--- src/rtl/dcb_cfg.svh ---
// Configuration word field positions and reset values for the configuration bit decoder
// Summary of operation
// - Code-protect bit 0 protects all program memory against readout; 1 leaves it open.
// - Write-protect bit 0 blocks program memory writes; 1 allows them.
// - Two-speed start bit 1 starts on fast RC, then switches when source ready.
// - PWM lock bit 1 requires a key sequence before PWM register writes.
// - Oscillator select field picks one of seven clock sources by its code.
// - Switch mode 1x disables switching and monitor; 01 switching only; 00 both.
// - Pin remap bit 1 allows one remap only; 0 allows many.
// - Outside crystal modes, pin bit 1 drives clock out on secondary pin.
// - Primary mode field: 11 off, 10 high-speed crystal, 01 crystal, 00 external.
// - Watchdog forced bit 1 keeps watchdog and low-power RC always running.
// - Watchdog forced bit 0 lets software enable control watchdog and low-power RC.
// - Window disable bit 0 selects window mode; 1 selects non-window mode.
// - PLL lock bit 1 enables lock qualification; 0 disables it.
// - Debug port enable 1 turns on a pull-up on test mode select.
// - Erased device reads debug port enable as 1.
`ifndef DCB_CFG_SVH
`define DCB_CFG_SVH
`define DCB_CFG_W             20
`define DCB_POS_CODE_PROT_N   0
`define DCB_POS_WRITE_PROT_N  1
`define DCB_POS_TWO_SPEED     2
`define DCB_POS_PWM_LOCK      3
`define DCB_POS_OSC_SEL       4
`define DCB_W_OSC_SEL         3
`define DCB_POS_SWITCH_MODE   7
`define DCB_W_SWITCH_MODE     2
`define DCB_POS_REMAP_ONCE    9
`define DCB_POS_OSC_PIN_FN    10
`define DCB_POS_PRI_MODE      11
`define DCB_W_PRI_MODE        2
`define DCB_POS_WDOG_FORCED   13
`define DCB_POS_WIN_DISABLE   14
`define DCB_POS_PLL_LOCK      15
`define DCB_POS_DEBUG_EN      16
`define DCB_ERASED_WORD       20'hfffff
`endif

--- src/rtl/dcb_pkg.sv ---
// Types for the configuration bit decoder
`default_nettype none
package dcb_pkg;
    typedef enum logic [2:0] {
        DCB_OSC_FAST_RC = 3'h0, DCB_OSC_FAST_RC_DIV_N_PLL = 3'h1, DCB_OSC_PRI = 3'h2, DCB_OSC_PRI_PLL = 3'h3,
        DCB_OSC_RSVD = 3'h4, DCB_OSC_LOW_POWER_RC = 3'h5, DCB_OSC_FAST_RC_DIV_16 = 3'h6,
        DCB_OSC_FAST_RC_DIV_N = 3'h7
    } dcb_osc_e;
    typedef enum logic [1:0] {
        DCB_PRI_EXT_CLK = 2'h0, DCB_PRI_STD_XTAL = 2'h1, DCB_PRI_FAST_XTAL = 2'h2, DCB_PRI_OFF = 2'h3
    } dcb_pri_e;
    typedef struct packed {
        logic     readout_protect;
        logic     write_protect;
        logic     two_speed_startup_en;
        logic     pwm_key_lock_en;
        dcb_osc_e initial_osc_select;
        logic     osc_select_reserved;
        logic     clk_switch_en;
        logic     fail_safe_monitor_en;
        logic     pin_remap_single_shot;
        dcb_pri_e primary_osc_mode;
        logic     primary_osc_en;
        logic     secondary_osc_clk_out;
        logic     watchdog_forced_on;
        logic     watchdog_window_mode;
        logic     pll_lock_wait_en;
        logic     debug_port_en;
        logic     tms_pullup_en;
    } dcb_ctrl_s;
endpackage
`default_nettype wire
--- src/rtl/dcb_decoder.sv ---
// Configuration bit decoder: captures the nonvolatile word during reset and drives chip controls
`timescale 1ns/1ns
`default_nettype none
`include "dcb_cfg.svh"

module dcb_decoder
    import dcb_pkg::*;
(
    input  wire logic                  ref_clk,
    input  wire logic                  rst_n,
    input  wire logic [`DCB_CFG_W-1:0] cfg_word,
    input  wire logic                  cfg_valid,
    input  wire logic                  sw_watchdog_enable,
    input  wire logic                  startup_target_ready,
    output var  dcb_ctrl_s             ctrl,
    output var  logic                  cfg_loaded,
    output var  logic                  on_fast_rc_startup,
    output var  logic                  watchdog_run,
    output var  logic                  low_power_rc_run
);

    logic [`DCB_CFG_W-1:0] next_word;
    dcb_ctrl_s             next_ctrl;
    logic                  ready_meta;
    logic                  ready_sync;
    logic                  startup_done;

    // Word to capture: memory contents, or the erased pattern when memory has nothing
    function automatic logic [`DCB_CFG_W-1:0] source_word(
        input logic                  valid,
        input logic [`DCB_CFG_W-1:0] mem_word
    );
        logic [`DCB_CFG_W-1:0] result;
        if (valid) begin
            result = mem_word;
        end else begin
            result = `DCB_ERASED_WORD;
        end
        return result;
    endfunction

    // Protect bits are stored active low so an erased part stays open
    function automatic logic readout_protected(
        input logic [`DCB_CFG_W-1:0] word
    );
        return ~word[`DCB_POS_CODE_PROT_N];
    endfunction

    function automatic logic writes_blocked(
        input logic [`DCB_CFG_W-1:0] word
    );
        return ~word[`DCB_POS_WRITE_PROT_N];
    endfunction

    function automatic dcb_osc_e osc_code(
        input logic [`DCB_CFG_W-1:0] word
    );
        return dcb_osc_e'(word[`DCB_POS_OSC_SEL +: `DCB_W_OSC_SEL]);
    endfunction

    function automatic logic [`DCB_W_SWITCH_MODE-1:0] switch_code(
        input logic [`DCB_CFG_W-1:0] word
    );
        return word[`DCB_POS_SWITCH_MODE +: `DCB_W_SWITCH_MODE];
    endfunction

    // Upper bit set turns both switching and the monitor off, whatever the lower bit
    function automatic logic switching_allowed(
        input logic [`DCB_W_SWITCH_MODE-1:0] mode
    );
        return ~mode[1];
    endfunction

    function automatic logic monitor_allowed(
        input logic [`DCB_W_SWITCH_MODE-1:0] mode
    );
        return (mode == 2'h0);
    endfunction

    function automatic dcb_pri_e pri_code(
        input logic [`DCB_CFG_W-1:0] word
    );
        return dcb_pri_e'(word[`DCB_POS_PRI_MODE +: `DCB_W_PRI_MODE]);
    endfunction

    function automatic logic is_crystal_mode(
        input dcb_pri_e mode
    );
        return (mode == DCB_PRI_STD_XTAL) || (mode == DCB_PRI_FAST_XTAL);
    endfunction

    // Shared by the watchdog and its low-power clock: one may not stop while the other runs
    function automatic logic watchdog_clock_needed(
        input logic forced_on,
        input logic sw_enable
    );
        return forced_on | sw_enable;
    endfunction

    function automatic dcb_ctrl_s decode_word(
        input logic [`DCB_CFG_W-1:0] word
    );
        dcb_ctrl_s                    result;
        logic [`DCB_W_SWITCH_MODE-1:0] mode;
        mode                         = switch_code(word);
        result.readout_protect       = readout_protected(word);
        result.write_protect         = writes_blocked(word);
        result.two_speed_startup_en  = word[`DCB_POS_TWO_SPEED];
        result.pwm_key_lock_en       = word[`DCB_POS_PWM_LOCK];
        result.initial_osc_select    = osc_code(word);
        // Reserved code is passed through but flagged for the clock logic to see
        result.osc_select_reserved   = (osc_code(word) == DCB_OSC_RSVD);
        result.clk_switch_en         = switching_allowed(mode);
        result.fail_safe_monitor_en  = monitor_allowed(mode);
        result.pin_remap_single_shot = word[`DCB_POS_REMAP_ONCE];
        result.primary_osc_mode      = pri_code(word);
        result.primary_osc_en        = (pri_code(word) != DCB_PRI_OFF);
        // Crystal modes own the secondary pin, so the function bit is ignored there
        result.secondary_osc_clk_out = word[`DCB_POS_OSC_PIN_FN]
                                       && !is_crystal_mode(pri_code(word));
        result.watchdog_forced_on    = word[`DCB_POS_WDOG_FORCED];
        result.watchdog_window_mode  = ~word[`DCB_POS_WIN_DISABLE];
        result.pll_lock_wait_en      = word[`DCB_POS_PLL_LOCK];
        result.debug_port_en         = word[`DCB_POS_DEBUG_EN];
        result.tms_pullup_en         = word[`DCB_POS_DEBUG_EN];
        return result;
    endfunction

    assign next_word = source_word(cfg_valid, cfg_word);
    assign next_ctrl = decode_word(next_word);

    // Settings are decoded on the way in, so ctrl and cfg_loaded come straight from flip-flops.
    // Outside reset nothing reloads them: a memory glitch in mission mode cannot reach the chip.
    always_ff @(posedge ref_clk) begin
        if (!rst_n) begin
            ctrl <= next_ctrl;
        end
    end

    always_ff @(posedge ref_clk) begin
        if (!rst_n) begin
            cfg_loaded <= cfg_valid;
        end
    end

    // The ready flag comes from the oscillator's own clock, so it is synchronised first.
    // This delays the hand-over to the chosen source by two clocks, which is harmless.
    always_ff @(posedge ref_clk) begin
        if (!rst_n) begin
            ready_meta <= 1'b0;
            ready_sync <= 1'b0;
        end else begin
            ready_meta <= startup_target_ready;
            ready_sync <= ready_meta;
        end
    end

    // Two-speed start: sit on fast RC until the chosen source reports ready
    always_ff @(posedge ref_clk) begin
        if (!rst_n) begin
            startup_done <= 1'b0;
        end else if (ready_sync) begin
            startup_done <= 1'b1;
        end
    end

    assign on_fast_rc_startup = ctrl.two_speed_startup_en && !startup_done;

    // With the forced bit set, clearing the software enable has no effect
    assign watchdog_run       = watchdog_clock_needed(ctrl.watchdog_forced_on,
                                                      sw_watchdog_enable);
    assign low_power_rc_run   = watchdog_clock_needed(ctrl.watchdog_forced_on,
                                                      sw_watchdog_enable);

endmodule // dcb_decoder
`default_nettype wire

--- config.mk ---
export PLATFORM = sky130hd
export DESIGN_NAME = dcb_decoder
export DESIGN_NICKNAME = d
export VERILOG_FILES = /design/src/rtl/dcb_pkg.sv /design/src/rtl/dcb_decoder.sv
export VERILOG_INCLUDE_DIRS = /design/src /design/src/rtl
export SDC_FILE = /design/constraint.sdc
export NUM_CORES = 1
export LEC_CHECK = 0
export BUFFER_PORTS_ARGS = -buffer_cell sky130_fd_sc_hd__buf_2
export CAP_MARGIN = 0
export CORE_ASPECT_RATIO = 1.4
export CORE_MARGIN = 3
export CORE_UTILIZATION = 45
export CTS_BUF_LIST = sky130_fd_sc_hd__clkbuf_16
export DETAILED_ROUTE_END_ITERATION = 10
export PLACE_DENSITY = 0.89
export SLEW_MARGIN = 0
export SYNTH_ARGS = -nofsm -noshare
export SYNTH_HDL_FRONTEND = slang
export SYNTH_SLANG_ARGS = --single-unit
--- constraint.sdc ---
create_clock -name ref_clk -period 2.87 [get_ports ref_clk]
set_input_delay 0.7175 -clock ref_clk [delete_from_list [all_inputs] [get_ports ref_clk]]
set_output_delay 0.7175 -clock ref_clk [all_outputs]
set_load 0.1 [all_outputs]
==> metrics.txt, run 1 <==
Layout area overhead=36.01%; Multi-input gate area=about 170 sq um; Max Slew Vio Count=0; Post-synth top cells=edfxtp_1 (20), nand2b_1 (8), nor2b_1 (4); min-delay worst type=register to register; power density over the cells=between 800 and 900 mW/mm^2; proportion of register bits with asynchronous set or reset after synthesis=0%; relative slew slack=49.72%; Final min period=2.109 ns; CTS tree=done; total setup buffers inserted after CTS=0; CTS H-tree lvls=1; post-synthesis cell area=858.3 sq um; total routing resource utilization after global routing=13.03%; sequential-to-total area share from yosys stat=between 70% and 80%; number of detailed-route iterations in the first pass=3; final-layout worst hold slack=~0.44 ns; power spent charging and discharging nets=between 300 and 400 uW; count of flip-flops with a built-in enable after synthesis=20; highest-utilization routing layer at the global route stage=met2; number of antenna violations at the first check in global routing=0; number of library cell types mapped by synthesis=14; first-pass GRT wire length=2242 um; type of element launching the critical path=primary input; Rows=18; overall overflow remaining after global route=0; library cell used as clock root buffer=clkbuf_16; final cycle utilization of the critical path=about 73%; residual DRC count=0; Initial Utilization=48.24%; Synth Net Count=80; Setup-failing EPs final=0; clock edge transition at the registers on the reported setup and hold paths=0.06 ns; final routed wire length divided by cell count=12.83 um; final setup skew=roughly 0.000014 ns; critical path start-end classification=primary input to output port; Post-DRT Antenna Nets=0; number of standard cells after synthesis=between 50 and 60; leading register cell type out of synthesis=edfxtp_1; Fill cells=about 130; clock share of power=between 30% and 40%; clock insertion delay at the later pin of the skew report=between 0.2 and 0.3 ns; DRC violation total after the first TritonRoute iteration=7; count of input and output buffers=45; cell repeated most along the worst path=buf_2; post-synth top area share=69.97%; fraction of final layout cells sized beyond drive strength 1=between 50% and 60%; worst path required time=2.15 ns; placer's final routability congestion estimate=approximately 0.6; unrepaired setup endpoints after global routing=no; placeable core region=0.001779 sq mm; Synth Register Bits=23; HPWL after detailed placement=1150 um; Sw Share=approximately a third; mean instance size in the synthesized netlist=roughly 16 sq um; highest clock rate=between 400 and 500 MHz; sum of routed wire length over all layers=roughly 1500 um; highest cell delay on the worst timing path=between 0.2 and 0.3 ns; Horiz. Die Dim=~43 um; Storage cell area=660.6 sq um; overall via count from detail_route=574; pre-CTS WS=about 0.76 ns; type of destination of the critical path=output port; count of final hold-check violations=0; cells taking the most area after synthesis=edfxtp_1 (70%), dfxtp_1 (7.0%), nand2b_1 (5.8%); die outline height=between 50 and 60 um; Internal=roughly 600 uW; CP Cell Sequence=buf_2 -> or2_2 -> buf_2; # IOs=49; GR met2 Demand/Resource=about 25%; leakage power figure=approximately 0.00053 uW; number of diodes=0; number of gates resized after cts=0; TritonCTS Buffers=3; Slew @ Worst Pin=between 0.7 and 0.8 ns; maximum number of pins on one net before global-route repair=22; combined buffer and inverter count along the critical path=2; via count of the first global-routing pass=550; clk buf depth=2; area leader, netlist=edfxtp_1; Synth Warn #=0; part of the total power dissipated in combinational logic=approximately 28%; nets=127; Flop pwr share=42.1%; max-capacitance violation count=0; Hold-fix buffers, CTS=0; data arrival time of the critical path=approximately 1.4 ns; critical path peak fanout=2; most frequently used cell type in the post-synthesis netlist=edfxtp_1; sum of negative setup slack=0 ns; dominant delay contributor by cell family on the critical path=buffers and inverters; met1 demand-to-capacity share in global routing=about a tenth; vias per inst=about 4.8; clock sink count=23; slowest stage cell on the critical path=or2_2; result of the run=completed; highest ir drop seen on vdd=roughly 460 uV; full die area=roughly 0.0025 sq mm; GR Util met3=2.484%; final setup slack of the worst path=around 0.76 ns
worst reg2reg max path, cell delays in order (launching register included):
cell and delay (ns):
dfxtp_1 0.32, nor2_1 0.11, nor2_1 0.05
power groups by stage:
stage / sequential, uW / combinational [uW] / clock [uW]
finish: 398 / 263 / 286
global route: 401 / 270 / 306
CTS: 399 / 264 / 294
detailed placement: 406 / 264 / 0
global placement: 403 / 261 / 0
floorplan: 574 / 55.9 / 0
cell type report:
type / instances / area share [%]
clock inverters: 1 / 0.3215
flip-flops and latches: 23 / 56.59
repair buffers: 45 / 19.29
multi-input cells: 25 / 14.26
inverters: 3 / 0.9646
well taps: 20 / 2.144
clock buffers: 3 / 6.431
flip-flops by register name, summed over array words and instances, names as in the netlist:
name,flops
ctrl,19
ready_sync,1
startup_done,1
cfg_loaded,1
ready_meta,1
worst paths after layout:
kind                            from          endpoint  slack, ns  cells past startpoint
setup / recovery  sw_watchdog_enable  low_power_rc_run       0.76                      3
hold / removal            ready_meta        ready_sync       0.44                      1
setup reg to reg        startup_done      startup_done       2.25                      2
hold reg to reg           ready_meta        ready_sync       0.44                      1
per-layer routing:
metal / vias to the layer above / wire, um
met3: 4 / 134
met1: 267 / 450
met4: 0 / 57
li1: 276 / -
met2: 27 / 897
met5: - / 0
through the flow:
| step | util, % | instance area (sq um) | std cells | total power, uW |
|---|---|---|---|---|
| after floorplan | - | 860.8 | 54 | 629.6 |
| after global placement | 61.18 | 1089 | 116 | 664.1 |
| after detailed placement | 61.18 | 1089 | 116 | 669.2 |
| after CTS | 65.61 | 1167 | 120 | 957.1 |
| after global routing | 65.61 | 1167 | 120 | 976.4 |
| final | 65.61 | 1167 | 120 | 947.3 |
cells in the final DEF, fill, tap and decap left out, drive strengths merged:
master  Yosys  routed
dfxtp       3       3
nor2        2       2
or2b        3       3
or2         1       1
and2b       2       2
and2        2       2
inv         3       4
nor2b       4       4
a21oi       1       1
ha          1       1
nor3b       1       1
clkbuf      0       3
buf         3      45
edfxtp     20      20
nand2b      8       8
cell families (layout without fill, tap and decap cells):
kind of cell             after synthesis  in the layout  synth area share (%)
buffers and inverters                  6             52                 3.936
AND/OR/NAND/NOR                       23             23                 17.06
AO/OA/AOI/OAI                          1              1                0.5825
adder cells (fa/ha/maj)                1              1                 1.457
flip-flops                            23             23                 76.97
Power figures use the tool's default switching activity.
==> run 2: changes to the inputs <==
--- a/config.mk
+++ b/config.mk
@@ -10,10 +10,10 @@
 export CAP_MARGIN = 0
 export CORE_ASPECT_RATIO = 1.4
 export CORE_MARGIN = 3
-export CORE_UTILIZATION = 45
+export CORE_UTILIZATION = 38
 export CTS_BUF_LIST = sky130_fd_sc_hd__clkbuf_16
 export DETAILED_ROUTE_END_ITERATION = 10
-export PLACE_DENSITY = 0.89
+export PLACE_DENSITY = 0.8
 export SLEW_MARGIN = 0
 export SYNTH_ARGS = -nofsm -noshare
 export SYNTH_HDL_FRONTEND = slang
==> constraint.sdc (replaced) <==
create_clock -name ref_clk -period 1.73 [get_ports ref_clk]
set_input_delay 0.4325 -clock ref_clk [delete_from_list [all_inputs] [get_ports ref_clk]]
set_output_delay 0.4325 -clock ref_clk [all_outputs]
set_load 0.1 [all_outputs]
==> run 2 against run 1 <==
Net effect:
- global-route usage fell by 2.2 points
- sequential share of layout area shrank 0.78 points
- combinational power is 67% higher
- critical path type is now register to output port
- sequential cell count is the same
==> metrics.txt, run 2 (same netlist as run 1, synthesis figures left out) <==
result of the run=completed (unchanged); Rows=19 (was 18); flip-flop count of the largest register after layout=19 (unchanged); Horiz. Die Dim=46.17 um (was 42.91 um); final cycle utilization of the critical path=92.38%; final routed wire length divided by cell count=11.52 um (was 12.83 um); Setup-failing EPs final=0 (unchanged); nets=128 (was 127); clk buf depth=2 (unchanged); clock sink count=23 (unchanged); Fill cells=177 (was 127); placer's final routability congestion estimate=0.6190 (was 0.6003); DRC violation total after the first TritonRoute iteration=11 (was 7); total routing resource utilization after global routing=10.84% (was 13.03%); count of input and output buffers=45 (unchanged); clock insertion delay at the later pin of the skew report=0.25 ns (about the same); highest clock rate=between 600 and 700 MHz; Initial Utilization=41.98% (was 48.24%); residual DRC count=0 (unchanged); total setup buffers inserted after CTS=0 (unchanged); min-delay src=startup_target_ready (was ready_meta); power consumption=1567 uW (was 947.3 uW); TritonCTS Buffers=3 (unchanged); power density over the cells=1324 mW/mm^2 (was 811.5 mW/mm^2); startpoint of the lowest-slack register-to-register path=startup_done (unchanged); critical path start-end classification=register to output port (was primary input to output port); count of final hold-check violations=0 (unchanged); max-capacitance violation count=0 (unchanged); HPWL after detailed placement=1087 um (was 1150 um); sum of routed wire length over all layers=1405 um (was 1539 um); unrepaired setup endpoints after global routing=no (unchanged); Slew @ Worst Pin=0.4925 ns (was 0.7534 ns); final setup skew=0.001931 ns (was 0.00001441 ns); CTS tree=done (unchanged); Final min period=1.598 ns; placeable core region=0.002044 sq mm (was 0.001779 sq mm); data arrival time of the critical path=1.17 ns (was 1.39 ns); fraction of final layout cells sized beyond drive strength 1=50.50% (was 50.00%); highest-count cells in the layout ignoring fill and taps=buf_2 (45), edfxtp_1 (20), nand2b_1 (8) (unchanged); most frequent standard cell in the layout excluding fill and tap cells=buf_2 (unchanged); Layout area overhead=37.90% (was 36.01%); critical path peak fanout=2 (unchanged); full die area=0.002873 sq mm (was 0.002475 sq mm); Cells after DPL=118 (was 116); final cell count without fillers=122 (was 120); final-layout worst hold slack=0.3973 ns (was 0.4400 ns); overall overflow remaining after global route=0 (unchanged); CTS H-tree lvls=1 (unchanged); library cell used as clock root buffer=clkbuf_16 (unchanged); maximum number of pins on one net before global-route repair=22 (unchanged); first-pass GRT wire length=2249 um (was 2242 um); register name with the most flops=ctrl (unchanged); highest ir drop seen on vdd=750.1 uV (was 463.8 uV); Hold-fix buffers, CTS=0 (unchanged); Post-DP Area=0.001105 sq mm (was 0.001089 sq mm); # IOs=49 (unchanged); die outline height=62.24 um (was 57.68 um); relative slew slack=67.39% (was 49.72%); type of destination of the critical path=output port (unchanged); via count of the first global-routing pass=567 (was 550); cell area after layout=0.001184 sq mm (was 0.001167 sq mm); Critical Path Source=ctrl[4] (was sw_watchdog_enable); worst path required time=1.30 ns (was 2.15 ns); number of detailed-route iterations in the first pass=2 (was 3); Post-DRT Antenna Nets=0 (unchanged); number of antenna violations at the first check in global routing=0 (unchanged); number of gates resized after cts=0 (unchanged); leakage power figure=0.0005361 uW (was 0.0005259 uW); clock edge transition at the registers on the reported setup and hold paths=0.05 ns (was 0.06 ns); number of diodes=0 (unchanged); vias per inst=4.459 (was 4.783); min-delay worst type=primary input to register (was register to register); type of element launching the critical path=register (was primary input); overall via count from detail_route=544 (was 574); Max Slew Vio Count=0 (unchanged)
run 2: cell types whose count changed in the layout (fill, tap and decap cells not counted):
cell / change
buf_4: +1
nor2b_2: -1
nor2b_4: +1
or2_2: -1
or2_4: +1
run 2: cell type report:
| class | count | area (sq um) | share of cell area [%] |
|---|---|---|---|
| sequential | 23 | 660.6 | 55.81 |
| clock inverter | 1 | 3.754 | 0.3171 |
| clock buffer | 3 | 75.07 | 6.342 |
| multi-input combinational | 25 | 173.9 | 14.69 |
| inverter | 3 | 11.26 | 0.9514 |
| timing repair buffer | 46 | 232.7 | 19.66 |
| tap | 21 | 26.28 | 2.220 |
run 2: metal layers:
| layer | vias up | track usage, % | part of all wire (%) | wire, um |
|---|---|---|---|---|
| met5 | - | 0 | 0 | 0 |
| met4 | 0 | 5.338 | 1.2 | 17 |
| met3 | 2 | 3.179 | 11 | 148 |
| met2 | 25 | 19.83 | 54 | 756 |
| met1 | 242 | 9.848 | 34 | 482 |
| li1 | 275 | - | - | - |
run 2: through the flow:
| stage | util, % | setup WS, ns | setup TNS, ns |
|---|---|---|---|
| finish | 57.89 | 0.1319 | 0 |
| global route | 57.89 | 0.09519 | 0 |
| CTS | 57.89 | 0.1179 | 0 |
| detailed placement | 54.04 | 0.2655 | 0 |
| global placement | 54.04 | 0.2654 | 0 |
| floorplan | - | -0.3190 | -0.7197 |
run 2: path summary, 6_finish.rpt:
kind	end	cells after the start	slack, ns
worst max-delay path	watchdog_run	2	0.13
worst min-delay path	ready_meta	2	0.40
worst max register to register	startup_done	2	1.13
worst min register to register	ready_sync	1	0.44
run 2: worst max-delay path: stages (launching register included):
cell and delay (ns):
edfxtp_1 0.38, or2_4 0.25, buf_2 0.29
run 2: power by group:
group	internal, uW	switching, uW	total (uW)
sequential	650	10.7	660
combinational	65.9	373	439
clock	307	161	468
